===== src/hw/scs_pkg.sv =====
// shared constants and carrier types for the sync cycle supervision block
package scs_pkg;
   // register map, byte addresses; the input side sits at base plus offset
   localparam int ADDR_W = 8;
   localparam logic [7:0] REG_SYNC_SELECT = 8'h00;
   localparam logic [7:0] REG_CYCLE_PERIOD = 8'h04;
   localparam logic [7:0] REG_SHIFT = 8'h08;
   localparam logic [7:0] REG_SUPPORTED = 8'h0C;
   localparam logic [7:0] REG_MIN_CYCLE = 8'h10;
   localparam logic [7:0] REG_CALC_COPY = 8'h14;
   localparam logic [7:0] REG_MIN_DELAY = 8'h18;
   localparam logic [7:0] REG_COMMAND = 8'h1C;
   localparam logic [7:0] REG_MAX_DELAY = 8'h20;
   localparam logic [7:0] REG_MISSED = 8'h24;
   localparam logic [7:0] REG_OVERRUN = 8'h28;
   localparam logic [7:0] REG_SHORT_GAP = 8'h2C;
   localparam logic [7:0] REG_FAULT = 8'h30;
   localparam logic [7:0] REG_PARAM_COUNT = 8'h34;
   localparam logic [7:0] SIDE_IN_BASE = 8'h40;
   localparam logic [7:0] REG_IRQ_STATUS = 8'h80;
   localparam logic [7:0] REG_IRQ_MASK = 8'h84;
   // reset values
   localparam logic [15:0] OUT_SYNC_RST = 16'h0001;
   localparam logic [15:0] IN_SYNC_RST = 16'h0022;
   localparam logic [31:0] CYCLE_RST = 32'h000F4240;
   localparam logic [31:0] MIN_CYCLE_RST = 32'h000186A0;
   localparam logic [31:0] TIME_RST = 32'h00000000;
   localparam logic [15:0] SUPPORTED_MODES = 16'hC807;
   localparam logic [7:0] PARAM_COUNT = 8'h20;
   localparam logic [15:0] CMD_STOP = 16'h0000;
   localparam logic [15:0] CMD_START = 16'h0001;
   // sync modes
   localparam logic [15:0] MODE_FREE = 16'h0000;
   localparam logic [15:0] MODE_SM = 16'h0001;
   localparam logic [15:0] MODE_SYNC0 = 16'h0002;
   localparam logic [15:0] MODE_SYNC1 = 16'h0003;
   localparam logic [15:0] MODE_SM_OUT = 16'h0022;
   // timing
   localparam int CLK_FREQ_MHZ = 125;
   localparam int CLK_PERIOD_NS = 1000 / CLK_FREQ_MHZ;
   // interrupt bits, input side shifted up by IRQ_IN_OFS
   localparam int IRQ_W = 8;
   localparam int IRQ_MISSED = 0;
   localparam int IRQ_OVERRUN = 1;
   localparam int IRQ_SHORT_GAP = 2;
   localparam int IRQ_FAULT = 3;
   localparam int IRQ_IN_OFS = 4;
   // captured maxima
   localparam int M_OUT_SHIFT = 0;
   localparam int M_MIN_CYCLE = 1;
   localparam int M_OUT_CALC = 2;
   localparam int M_OUT_MAX_DELAY = 3;
   localparam int M_IN_SHIFT = 4;
   localparam int M_IN_CALC = 5;
   localparam int M_IN_MAX_DELAY = 6;
   localparam int M_NUM = 7;
   // axi responses
   localparam logic [1:0] RESP_OKAY = 2'b00;
   localparam logic [1:0] RESP_SLVERR = 2'b10;

   // one-cycle process data events from the local logic
   typedef struct packed {
      logic sm_out;
      logic sm_in;
      logic out_drive;
      logic in_sample;
      logic in_ready;
   } scs_evt_t;

   // one side's supervision results
   typedef struct packed {
      logic [15:0] missed;
      logic [15:0] overrun;
      logic [15:0] short_gap;
      logic fault;
      logic [3:0] irq;
   } scs_mon_t;
endpackage


===== src/hw/scs_sync_supervision.sv =====
// sync cycle supervision register bank with axi4-lite slave
// Overview of operation
// - input sync mode: 0,1,2,3,34; default 34
// - supported modes word reads 0xC807
// - minimum cycle time reads 0x000186A0 until a longer output cycle is measured
// - command 1 in either word starts, 0 in both words stops measurement
// - measuring captures maximum observed times
// - new measurement clears previous maxima
// - count missed sync-manager events in dc
// - count late or too early cycles
// - count too short sync0-sync1 spacing
// - sync fault flag for late outputs
// - report sync1 to output delay
// - report sync0 to sync1 maximum spacing
// - report sync0 to input sampling time
// - report sampling to availability time
// - report sync1 to input sampling time
// - output sync mode: 0..3; default 1
// - cycle period in ns, default 1000000
`timescale 1ns/1ns
module scs_sync_supervision
   import scs_pkg::*;
#(
   parameter int STEP_NS = CLK_PERIOD_NS
) (
   // clock and reset
   input wire logic aclk,
   input wire logic aresetn,
   // axi4-lite write
   input wire logic [scs_pkg::ADDR_W-1:0] s_axi_awaddr,
   input wire logic s_axi_awvalid,
   output logic s_axi_awready,
   input wire logic [31:0] s_axi_wdata,
   input wire logic [3:0] s_axi_wstrb,
   input wire logic s_axi_wvalid,
   output logic s_axi_wready,
   output logic [1:0] s_axi_bresp,
   output logic s_axi_bvalid,
   input wire logic s_axi_bready,
   // axi4-lite read
   input wire logic [scs_pkg::ADDR_W-1:0] s_axi_araddr,
   input wire logic s_axi_arvalid,
   output logic s_axi_arready,
   output logic [31:0] s_axi_rdata,
   output logic [1:0] s_axi_rresp,
   output logic s_axi_rvalid,
   input wire logic s_axi_rready,
   // sync pins and local events
   input wire logic sync0_pin,
   input wire logic sync1_pin,
   input wire scs_pkg::scs_evt_t evt,
   input wire logic op_state,
   // interrupt
   output logic irq
);
   logic [15:0] out_sync_select;
   logic [15:0] in_sync_select;
   logic [31:0] out_cycle_period;
   logic [31:0] in_cycle_period;
   logic [15:0] out_measure_command;
   logic [15:0] in_measure_command;
   logic [IRQ_W-1:0] irq_status;
   logic [IRQ_W-1:0] irq_mask;
   logic [1:0] s0_sync;
   logic [1:0] s1_sync;
   logic s0_prev;
   logic s1_prev;
   logic sync0;
   logic sync1;
   logic [31:0] now_ns;
   logic [31:0] t_sync0;
   logic [31:0] t_sync1;
   logic [31:0] t_sample;
   logic [31:0] t_start;
   logic [31:0] free_ns;
   logic free_tick;
   logic out_start;
   logic in_start;
   logic out_dc;
   logic in_dc;
   logic measuring;
   logic measure_prev;
   logic [31:0] maxv [M_NUM];
   logic [31:0] cand [M_NUM];
   logic [M_NUM-1:0] cand_ok;
   scs_mon_t out_mon;
   scs_mon_t in_mon;
   logic [IRQ_W-1:0] irq_set;
   logic [ADDR_W-1:0] aw_addr;
   logic [31:0] w_data;
   logic [3:0] w_strb;
   logic aw_have;
   logic w_have;
   logic wr_go;
   logic [31:0] rd_word;
   logic rd_err;
   logic wr_err;

   if (STEP_NS < 1)
      $error("clock step must be positive");

   function automatic logic [31:0] merge(logic [31:0] old, logic [31:0] d, logic [3:0] s);
      logic [31:0] r;
      r = old;
      for (int i = 0; i < 4; i++)
         if (s[i])
            r[i*8 +: 8] = d[i*8 +: 8];
      return r;
   endfunction

   // sync pins cross in through two flops before edge detection
   always_ff @(posedge aclk)
   begin
      if (!aresetn)
      begin
         s0_sync <= 2'b00;
         s1_sync <= 2'b00;
         s0_prev <= 1'b0;
         s1_prev <= 1'b0;
      end
      else
      begin
         s0_sync <= {s0_sync[0], sync0_pin};
         s1_sync <= {s1_sync[0], sync1_pin};
         s0_prev <= s0_sync[1];
         s1_prev <= s1_sync[1];
      end
   end

   assign sync0 = s0_sync[1] && !s0_prev;
   assign sync1 = s1_sync[1] && !s1_prev;

   // local timer period in free run
   always_ff @(posedge aclk)
   begin
      if (!aresetn || free_tick)
         free_ns <= '0;
      else
         free_ns <= free_ns + 32'(STEP_NS);
   end

   assign free_tick = free_ns + 32'(STEP_NS) >= out_cycle_period;

   always_comb
   begin
      unique case (out_sync_select)
         MODE_FREE: out_start = free_tick;
         MODE_SM: out_start = evt.sm_out;
         MODE_SYNC0: out_start = sync0;
         MODE_SYNC1: out_start = sync1;
         default: out_start = 1'b0;
      endcase
   end

   always_comb
   begin
      unique case (in_sync_select)
         MODE_FREE: in_start = free_tick;
         MODE_SM: in_start = evt.sm_in;
         MODE_SYNC0: in_start = sync0;
         MODE_SYNC1: in_start = sync1;
         MODE_SM_OUT: in_start = evt.sm_out;
         default: in_start = 1'b0;
      endcase
   end

   assign out_dc = out_sync_select == MODE_SYNC0 || out_sync_select == MODE_SYNC1;
   assign in_dc = in_sync_select == MODE_SYNC0 || in_sync_select == MODE_SYNC1;

   // ns time stamps; wrap is harmless since only differences are used
   always_ff @(posedge aclk)
   begin
      if (!aresetn)
      begin
         now_ns <= '0;
         t_sync0 <= '0;
         t_sync1 <= '0;
         t_sample <= '0;
         t_start <= '0;
      end
      else
      begin
         now_ns <= now_ns + 32'(STEP_NS);
         if (sync0)
            t_sync0 <= now_ns;
         if (sync1)
            t_sync1 <= now_ns;
         if (evt.in_sample)
            t_sample <= now_ns;
         if (out_start)
            t_start <= now_ns;
      end
   end

   always_comb
   begin
      cand[M_OUT_SHIFT] = now_ns - t_sync0;
      cand_ok[M_OUT_SHIFT] = evt.out_drive && out_dc;
      cand[M_MIN_CYCLE] = now_ns - t_start;
      cand_ok[M_MIN_CYCLE] = out_start;
      cand[M_OUT_CALC] = now_ns - t_sync0;
      cand_ok[M_OUT_CALC] = sync1 && out_dc;
      cand[M_OUT_MAX_DELAY] = now_ns - t_sync1;
      cand_ok[M_OUT_MAX_DELAY] = evt.out_drive && out_dc;
      cand[M_IN_SHIFT] = now_ns - t_sync0;
      cand_ok[M_IN_SHIFT] = evt.in_sample && in_dc;
      cand[M_IN_CALC] = now_ns - t_sample;
      cand_ok[M_IN_CALC] = evt.in_ready && in_dc;
      cand[M_IN_MAX_DELAY] = now_ns - t_sync1;
      cand_ok[M_IN_MAX_DELAY] = evt.in_sample && in_dc;
   end

   // either command word set to one runs the measurement
   assign measuring = out_measure_command == CMD_START || in_measure_command == CMD_START;

   always_ff @(posedge aclk)
   begin
      if (!aresetn)
         measure_prev <= 1'b0;
      else
         measure_prev <= measuring;
   end

   for (genvar g = 0; g < M_NUM; g++)
   begin : g_max
      always_ff @(posedge aclk)
      begin
         if (!aresetn)
            maxv[g] <= (g == M_MIN_CYCLE) ? MIN_CYCLE_RST : TIME_RST;
         else if (measuring && !measure_prev)
            maxv[g] <= (g == M_MIN_CYCLE) ? MIN_CYCLE_RST : TIME_RST;
         else if (measuring && cand_ok[g] && cand[g] > maxv[g])
            maxv[g] <= cand[g];
      end
   end

   scs_side_mon #(.STEP_NS(STEP_NS)) u_out_mon (
      .aclk(aclk),
      .aresetn(aresetn),
      .dc_mode(out_dc),
      .op_state(op_state),
      .cycle_period(out_cycle_period),
      .cycle_start(out_start),
      .sm_event(evt.sm_out),
      .sync0(sync0),
      .sync1(sync1),
      .done(evt.out_drive),
      .mon(out_mon)
   );

   scs_side_mon #(.STEP_NS(STEP_NS)) u_in_mon (
      .aclk(aclk),
      .aresetn(aresetn),
      .dc_mode(in_dc),
      .op_state(op_state),
      .cycle_period(in_cycle_period),
      .cycle_start(in_start),
      .sm_event(evt.sm_in),
      .sync0(sync0),
      .sync1(sync1),
      .done(evt.in_sample),
      .mon(in_mon)
   );

   assign irq_set = {in_mon.irq, out_mon.irq};

   // write channel: address and data taken in either order
   always_ff @(posedge aclk)
   begin
      if (!aresetn)
      begin
         s_axi_awready <= 1'b0;
         aw_have <= 1'b0;
         aw_addr <= '0;
      end
      else if (s_axi_awvalid && s_axi_awready)
      begin
         s_axi_awready <= 1'b0;
         aw_have <= 1'b1;
         aw_addr <= s_axi_awaddr;
      end
      else if (wr_go)
         aw_have <= 1'b0;
      else if (!aw_have && !s_axi_bvalid)
         s_axi_awready <= 1'b1;
   end

   always_ff @(posedge aclk)
   begin
      if (!aresetn)
      begin
         s_axi_wready <= 1'b0;
         w_have <= 1'b0;
         w_data <= '0;
         w_strb <= '0;
      end
      else if (s_axi_wvalid && s_axi_wready)
      begin
         s_axi_wready <= 1'b0;
         w_have <= 1'b1;
         w_data <= s_axi_wdata;
         w_strb <= s_axi_wstrb;
      end
      else if (wr_go)
         w_have <= 1'b0;
      else if (!w_have && !s_axi_bvalid)
         s_axi_wready <= 1'b1;
   end

   assign wr_go = aw_have && w_have && !s_axi_bvalid;

   always_comb
   begin
      unique case (aw_addr)
         REG_SYNC_SELECT, REG_CYCLE_PERIOD, REG_COMMAND, REG_IRQ_STATUS, REG_IRQ_MASK,
         SIDE_IN_BASE + REG_SYNC_SELECT, SIDE_IN_BASE + REG_CYCLE_PERIOD,
         SIDE_IN_BASE + REG_COMMAND: wr_err = 1'b0;
         // read-only words accept and ignore writes
         default: wr_err = aw_addr[7] || aw_addr[1:0] != 2'b00 || aw_addr[5:0] > REG_PARAM_COUNT;
      endcase
   end

   always_ff @(posedge aclk)
   begin
      if (!aresetn)
      begin
         s_axi_bvalid <= 1'b0;
         s_axi_bresp <= RESP_OKAY;
      end
      else if (wr_go)
      begin
         s_axi_bvalid <= 1'b1;
         s_axi_bresp <= wr_err ? RESP_SLVERR : RESP_OKAY;
      end
      else if (s_axi_bready)
         s_axi_bvalid <= 1'b0;
   end

   always_ff @(posedge aclk)
   begin
      if (!aresetn)
      begin
         out_sync_select <= OUT_SYNC_RST;
         in_sync_select <= IN_SYNC_RST;
         out_cycle_period <= CYCLE_RST;
         in_cycle_period <= CYCLE_RST;
         out_measure_command <= CMD_STOP;
         in_measure_command <= CMD_STOP;
         irq_mask <= '0;
      end
      else if (wr_go)
      begin
         unique case (aw_addr)
            REG_SYNC_SELECT: out_sync_select <= 16'(merge({16'h0000, out_sync_select}, w_data,
               w_strb));
            REG_CYCLE_PERIOD: out_cycle_period <= merge(out_cycle_period, w_data, w_strb);
            REG_COMMAND: out_measure_command <= 16'(merge({16'h0000, out_measure_command},
               w_data, w_strb));
            SIDE_IN_BASE + REG_SYNC_SELECT: in_sync_select <= 16'(merge({16'h0000,
               in_sync_select}, w_data, w_strb));
            SIDE_IN_BASE + REG_CYCLE_PERIOD: in_cycle_period <= merge(in_cycle_period, w_data,
               w_strb);
            SIDE_IN_BASE + REG_COMMAND: in_measure_command <= 16'(merge({16'h0000,
               in_measure_command}, w_data, w_strb));
            REG_IRQ_MASK: irq_mask <= w_data[IRQ_W-1:0];
            default: ;
         endcase
      end
   end

   // sticky status; a set in the clearing cycle survives
   always_ff @(posedge aclk)
   begin
      if (!aresetn)
         irq_status <= '0;
      else if (wr_go && aw_addr == REG_IRQ_STATUS && w_strb[0])
         irq_status <= (irq_status & ~w_data[IRQ_W-1:0]) | irq_set;
      else
         irq_status <= irq_status | irq_set;
   end

   always_ff @(posedge aclk)
   begin
      if (!aresetn)
         irq <= 1'b0;
      else
         irq <= |(irq_status & irq_mask);
   end

   // read decode; one side word layout serves both halves
   always_comb
   begin
      logic in_side;
      scs_mon_t m;
      in_side = s_axi_araddr[6];
      m = in_side ? in_mon : out_mon;
      rd_err = 1'b0;
      rd_word = '0;
      if (s_axi_araddr == REG_IRQ_STATUS)
         rd_word = {24'h000000, irq_status};
      else if (s_axi_araddr == REG_IRQ_MASK)
         rd_word = {24'h000000, irq_mask};
      else if (s_axi_araddr[7])
         rd_err = 1'b1;
      else
      begin
         unique case ({2'b00, s_axi_araddr[5:0]})
            REG_SYNC_SELECT: rd_word = {16'h0000, in_side ? in_sync_select : out_sync_select};
            REG_CYCLE_PERIOD: rd_word = in_side ? in_cycle_period : out_cycle_period;
            REG_SHIFT: rd_word = in_side ? maxv[M_IN_SHIFT] : maxv[M_OUT_SHIFT];
            REG_SUPPORTED: rd_word = {16'h0000, SUPPORTED_MODES};
            REG_MIN_CYCLE: rd_word = maxv[M_MIN_CYCLE];
            REG_CALC_COPY: rd_word = in_side ? maxv[M_IN_CALC] : maxv[M_OUT_CALC];
            REG_MIN_DELAY: rd_word = TIME_RST;
            REG_COMMAND: rd_word = {16'h0000, in_side ? in_measure_command :
               out_measure_command};
            REG_MAX_DELAY: rd_word = in_side ? maxv[M_IN_MAX_DELAY] : maxv[M_OUT_MAX_DELAY];
            REG_MISSED: rd_word = {16'h0000, m.missed};
            REG_OVERRUN: rd_word = {16'h0000, m.overrun};
            REG_SHORT_GAP: rd_word = {16'h0000, m.short_gap};
            REG_FAULT: rd_word = {31'h00000000, m.fault};
            REG_PARAM_COUNT: rd_word = {24'h000000, PARAM_COUNT};
            default: rd_err = 1'b1;
         endcase
      end
   end

   // read channel: data one cycle after the address is taken
   always_ff @(posedge aclk)
   begin
      if (!aresetn)
      begin
         s_axi_arready <= 1'b0;
         s_axi_rvalid <= 1'b0;
         s_axi_rdata <= '0;
         s_axi_rresp <= RESP_OKAY;
      end
      else if (s_axi_arvalid && s_axi_arready)
      begin
         s_axi_arready <= 1'b0;
         s_axi_rvalid <= 1'b1;
         s_axi_rdata <= rd_err ? 32'h00000000 : rd_word;
         s_axi_rresp <= rd_err ? RESP_SLVERR : RESP_OKAY;
      end
      else if (s_axi_rvalid && s_axi_rready)
         s_axi_rvalid <= 1'b0;
      else if (!s_axi_rvalid)
         s_axi_arready <= 1'b1;
   end
endmodule


===== src/hw/scs_sat_count.sv =====
// saturating event counter
`timescale 1ns/1ns
module scs_sat_count #(
   parameter int W = 16
) (
   // clock and reset
   input wire logic aclk,
   input wire logic aresetn,
   // event and count
   input wire logic inc,
   output logic [W-1:0] count
);
   if (W < 1)
      $error("counter width must be positive");

   // holding at all ones keeps a large count from reading small
   always_ff @(posedge aclk)
   begin
      if (!aresetn)
         count <= '0;
      else if (inc && count != {W{1'b1}})
         count <= count + 1'b1;
   end
endmodule


===== src/hw/scs_side_mon.sv =====
// per-side supervision: missed events, overruns, short gaps, sync fault
`timescale 1ns/1ns
module scs_side_mon
   import scs_pkg::*;
#(
   parameter int STEP_NS = CLK_PERIOD_NS
) (
   // clock and reset
   input wire logic aclk,
   input wire logic aresetn,
   // conditions
   input wire logic dc_mode,
   input wire logic op_state,
   input wire logic [31:0] cycle_period,
   // events
   input wire logic cycle_start,
   input wire logic sm_event,
   input wire logic sync0,
   input wire logic sync1,
   input wire logic done,
   // results
   output scs_pkg::scs_mon_t mon
);
   logic seen_sm;
   logic busy;
   logic late_flagged;
   logic waiting;
   logic late;
   logic [31:0] elapsed;
   logic miss_ev;
   logic over_ev;
   logic gap_ev;
   logic fault_q;
   logic [3:0] irq_c;
   logic [15:0] missed_c;
   logic [15:0] overrun_c;
   logic [15:0] gap_c;

   if (STEP_NS < 1)
      $error("clock step must be positive");

   assign miss_ev = dc_mode && op_state && sync0 && !seen_sm && !sm_event;
   assign over_ev = op_state && busy && ((cycle_start && !done)
      || (!late_flagged && elapsed >= cycle_period));
   assign gap_ev = dc_mode && sync1 && waiting && !done;

   always_ff @(posedge aclk)
   begin
      if (!aresetn || sync0)
         seen_sm <= 1'b0;
      else if (sm_event)
         seen_sm <= 1'b1;
   end

   always_ff @(posedge aclk)
   begin
      if (!aresetn)
      begin
         busy <= 1'b0;
         elapsed <= '0;
         late_flagged <= 1'b0;
      end
      else if (cycle_start)
      begin
         busy <= 1'b1;
         elapsed <= '0;
         late_flagged <= 1'b0;
      end
      else if (done)
         busy <= 1'b0;
      else if (busy)
      begin
         elapsed <= elapsed + 32'(STEP_NS);
         if (over_ev)
            late_flagged <= 1'b1;
      end
   end

   always_ff @(posedge aclk)
   begin
      if (!aresetn)
      begin
         waiting <= 1'b0;
         late <= 1'b0;
         fault_q <= 1'b0;
      end
      else if (sync0)
      begin
         waiting <= 1'b1;
         late <= 1'b0;
         fault_q <= dc_mode && late;
      end
      else
      begin
         if (done)
            waiting <= 1'b0;
         if (gap_ev)
            late <= 1'b1;
      end
   end

   assign irq_c = {dc_mode && sync0 && late, gap_ev, over_ev, miss_ev};
   // one driver for the whole result word
   assign mon = {missed_c, overrun_c, gap_c, fault_q, irq_c};

   scs_sat_count #(.W(16)) u_missed (
      .aclk(aclk), .aresetn(aresetn), .inc(miss_ev), .count(missed_c));
   scs_sat_count #(.W(16)) u_overrun (
      .aclk(aclk), .aresetn(aresetn), .inc(over_ev), .count(overrun_c));
   scs_sat_count #(.W(16)) u_gap (
      .aclk(aclk), .aresetn(aresetn), .inc(gap_ev), .count(gap_c));
endmodule


===== config.mk =====
export PLATFORM = sky130hd
export DESIGN_NAME = scs_sync_supervision
export DESIGN_NICKNAME = d
export VERILOG_FILES = /design/src/hw/scs_pkg.sv /design/src/hw/scs_sync_supervision.sv /design/src/hw/scs_sat_count.sv /design/src/hw/scs_side_mon.sv
export SDC_FILE = /design/constraint.sdc
export NUM_CORES = 2
export LEC_CHECK = 0
export BUFFER_PORTS_ARGS = -buffer_cell sky130_fd_sc_hd__buf_2
export CAP_MARGIN = 20
export CORE_MARGIN = 2
export CORE_UTILIZATION = 30
export DETAILED_ROUTE_END_ITERATION = 12
export PLACE_DENSITY = 0.49
export SLEW_MARGIN = 15
export SYNTH_ARGS = -nofsm -noshare
export SYNTH_HDL_FRONTEND = slang
export SYNTH_SLANG_ARGS = --single-unit

===== constraint.sdc =====
create_clock -name aclk -period 9.5 [get_ports aclk]
set_clock_uncertainty 0.15 [all_clocks]
set_input_delay 0.95 -clock aclk [delete_from_list [all_inputs] [get_ports aclk]]
set_output_delay 0.95 -clock aclk [all_outputs]
set_load 0.02 [all_outputs]

==> results <==
- The area growth from synthesis to layout is 13.90%.
- Tracing the worst setup path back leads to its startpoint at now_ns[3]$_SDFF_PN0_.
- The count of mapped cells out of synthesis is 5,276.
- The count of pins on the block boundary is 109.
- The cell taking the most area after synthesis is dfxtp_1.
- The first detailed-routing pass ran for 6 iterations.
- The path class of the tightest hold or removal check is reg -> reg.
- The die outline width is 393.6 um.
- Yosys instantiated no cell more often than nor2_1.
- In this run the vertical extent of the chip is 393.6 um.
- The count of different cell masters after synthesis is 83.
- Setup repair after global routing left no endpoint under its margin.
- In this run the tool buffered the top-level ports with 106 buffer cells.
- After the first detailed-routing iteration, the DRC count stood at 3,236.
- The fraction of registers with async set/reset is 0%.
- In the final routed layout, each cell accounts on average for 21.44 um.
- The start point of the worst min-delay path is s1_sync[0]$_SDFF_PN0_.
- At the end of routability-driven placement, the weighted congestion stood at 0.9241.
- The via count of the first global-routing pass came to 36,185.
- The wire length reported by the detailed router is 159,500 um.
- The core area is 150,300 um^2.
- For this design the total switching power over the nets is 0.002363 W.
- After clock tree synthesis, the setup repair step added 0 buffers.
- The dominant register cell in the synthesized netlist is dfxtp_1.
- The cell area after technology mapping is 45,540 um^2.
- Using the TritonRoute via totals, the vias-per-cell ratio works out to 5.120.
- By startpoint and endpoint, the worst setup path is classified as reg -> reg.
- The ratio of final minimum period to clock period is 76.48%.
- The timing-limited maximum frequency is 137.6 MHz.
- The initial core utilization is 30.30%.
- The final number of hold-violating endpoints is 0.
- The number of endpoints failing setup at the final stage is 0.
- The number of cells on the worst reg-to-reg path is 24.
- IR analysis of the VDD net gives a maximum drop of 149.7 uV.
- The fraction of power spent switching nets is 27.74%.
- The number of clock sinks is 780.
- The clock-pin slew on the worst setup and hold paths is 0.05 ns.
- For this run, design rule violations remaining after detail routing come to 0.
- For the worst setup path, the data required time is 9.71 ns.
- In this run, synthesis inferred 203 flip-flops with an integrated enable.
- The detailed-placement wirelength estimate is 121,300 um.
- After clock tree synthesis, the flow added hold-fix buffers numbering 0.
- The total of cells resized after clock tree synthesis is 0.
- The H-tree depth is 3.
- The number of clock buffers inserted by TritonCTS is 98.
- The internal power of the cells totals 0.006155 W.
- Summed over all cells, the static leakage comes to 22.22 nW.
- The critical path data arrival time is 7.48 ns.
- The number of warning messages in the yosys log is 0.
- TritonCTS built the clock tree.
- The global-route total usage across every layer is 19.93%.
- The floorplan has 142 rows.
- At the end of the flow, the number of nets in the layout was 5,821.
- The total power is 0.008518 W.
- Of the synthesized area, sequential elements account for 38.75%.
- Setup slack on the worst reg-to-reg path comes out at 2.23 ns.
- Of all nets on the critical path, the largest fanout is 30.
- The smallest clock period supported by the final layout is computed as 7.265 ns.
- The insertion delay of the later-clocked pin in the worst-skew pair is 0.73 ns.
- The first global-routing pass estimated 235,400 um of wire.
- In this run the critical register-to-register path is captured at maxv[0][24]$_SDFFCE_PN0P_.
- STA classifies the critical path endpoint as a register.
- The part of the total power dissipated in combinational logic is 12.7%.
- Once layout is complete, the utilization of the core stands at 34.51%.
- Measured against its own limit, the worst slew margin works out to 30.01%.
- The portion of synthesized cell area occupied by the leading cell type is 25.36%.
- In this run the critical register-to-register path is launched from now_ns[3]$_SDFF_PN0_.
- The final global-route overflow total is 0.
- Sorting the synthesized cells by how often they occur yields nor2_1 (660), dfxtp_1 (577), nand2_1 (508).
- The tool flagged a number of max-cap violations equal to 0.
- The power density over the cells is 164.2 nW/um^2.
- The run finished with clean final reports.
- The relative contribution of the clock network to total power is 46.0%.
- The count of final max-slew check failures came to 0.
- The clock passes through at most 3 buffers.
- The endpoint of the most critical setup path is maxv[0][24]$_SDFFCE_PN0P_.
- The detail route stage leaves a number of antenna-violating nets equal to 0.
- The post-route netlist has 7.379% of its cells at a drive strength greater than 1.
- The transition time at the pin with the least slew margin is 1.044 ns.
- Clock tree synthesis selected as its root buffer the cell clkbuf_16.
- The initial antenna violation count is 6.
- Sequential cells burn 41.3% of the power.
- STA classifies the critical path startpoint as a register.
- The synthesized design contains 780 register bits.
- The synthesized area per cell is 8.632 um^2.
- The sum of negative setup slack is 0 ns.
- The die covers 154,900 um^2.
- Sorting the synthesized cells by area gives the leading types as dfxtp_1 (25%), edfxtp_1 (13%), ha_1 (11%).
- Entering global routing, the biggest net connects 110 pins.
- The detailed-route via count is 38,084.
[critical path, cell delays in order (launching register included)]
cell and delay (ns):
dfxtp_1 0.41, inv_1 0.21, ha_1 0.19, inv_1 0.05, fa_1 0.40, a21o_1 0.22, a211oi_1 0.31, o21ai_0 0.26
a21boi_0 0.45, a21oi_1 0.31, a211oi_1 0.57, o31ai_1 0.19, xnor2_1 0.36, inv_1 0.16, ha_1 0.31, nand4_1 0.11
nor2_1 0.16, nand3_1 0.15, nor3_1 0.33, o21ai_0 0.14, a31oi_1 0.28, o31ai_4 0.10, buf_4 0.28, nand2_1 0.37
buf_4 0.44
[how the worst min path moves through the flow]
stage | to | cells after the start
2_1_floorplan | s0_sync[1]$_SDFF_PN0_ | 1
3_3_place_gp | s1_sync[1]$_SDFF_PN0_ | 1
3_5_place_dp | s1_sync[1]$_SDFF_PN0_ | 1
4_1_cts | s1_sync[0]$_SDFF_PN0_ | 2
5_1_grt | s1_sync[1]$_SDFF_PN0_ | 1
6_report | s1_sync[1]$_SDFF_PN0_ | 1
[power groups by stage]
stage | clock network [W] | registers [W] | logic [W]
2_1_floorplan | 0 | 0.00355 | 0.000719
3_3_place_gp | 0 | 0.00359 | 0.00107
3_5_place_dp | 0 | 0.00359 | 0.00108
4_1_cts | 0.00401 | 0.00352 | 0.00109
5_1_grt | 0.00414 | 0.00352 | 0.00120
6_report | 0.00392 | 0.00352 | 0.00108
[cell type report]
type / count / area [um^2]
Fill cell: 15716 / 98430
Clock buffer: 143 / 3038
Timing Repair Buffer: 173 / 1074
Antenna cell: 1 / 2.502
Sequential cell: 780 / 17650
Tap cell: 2016 / 2522
Multi-Input combinational cell: 3778 / 25310
Inverter: 507 / 1911
Clock inverter: 40 / 370.4
[logic make-up after synthesis]
logic type      Yosys count  share of synthesized area [%]
compound gates          970                          13.69
fa+ha+maj               416                          11.49
flops                   780                          38.75
other cells               1                       0.008234
simple gates           1830                          18.50
buf+inv                 719                          5.961
mux                     293                          6.464
xor+xnor                267                          5.134
[sequential cells by signal (all words and copies together), names as in the netlist, 29 cells and up]
name and flops:
free_ns 29, t_sample 29, in_cycle_period 32, now_ns 29, w_data 32, u_out_mon.elapsed 29
maxv 203, t_start 29, out_cycle_period 32, u_in_mon.elapsed 29, t_sync0 29, t_sync1 29
s_axi_rdata 32
[metal layers]
layer	vias up	wire length (um)	share of wire (%)	GRT usage, %
li1	18518	-	-	-
met1	18291	73210	46	27.41
met2	1075	72250	45	32.28
met3	200	9377	5.9	2.592
met4	0	4631	2.9	6.288
met5	-	0	0	0
[cells in the final DEF (no fill, tap or decap), drive strengths merged, types with 31 or more instances in the layout]
master  synthesis  layout
o21ai         174     174
edfxtp        203     203
nand4          95      95
xor2          140     140
xnor2         127     127
clkbuf        183     143
a21o           92      92
dfxtp         577     577
mux2i         284     284
nand2         509     509
buf            29     173
ha            412     412
inv           507     510
nor3           69      69
and3           44      44
clkinv          0      31
nand2b         39      39
and4           31      31
and2           58      58
nor2b          68      68
a222oi         54      54
a21oi         356     356
nand3         142     142
or3            33      33
nor2          660     660
[stage by stage]
step | hold slack [ns] | instances | instance area (um^2) | setup WS [ns]
after CTS | 0.2791 | 7434 | 51820 | 2.183
final | 0.2822 | 7438 | 51880 | 2.235
after global routing | 0.2968 | 7437 | 51870 | 1.540
after detailed placement | 0.2689 | 7251 | 48420 | 2.185
after floorplan | 0.2619 | 5277 | 45550 | 3.719
after global placement | 0.2683 | 7249 | 48410 | 2.350
Note: power is estimated with default switching activity, not from simulation.
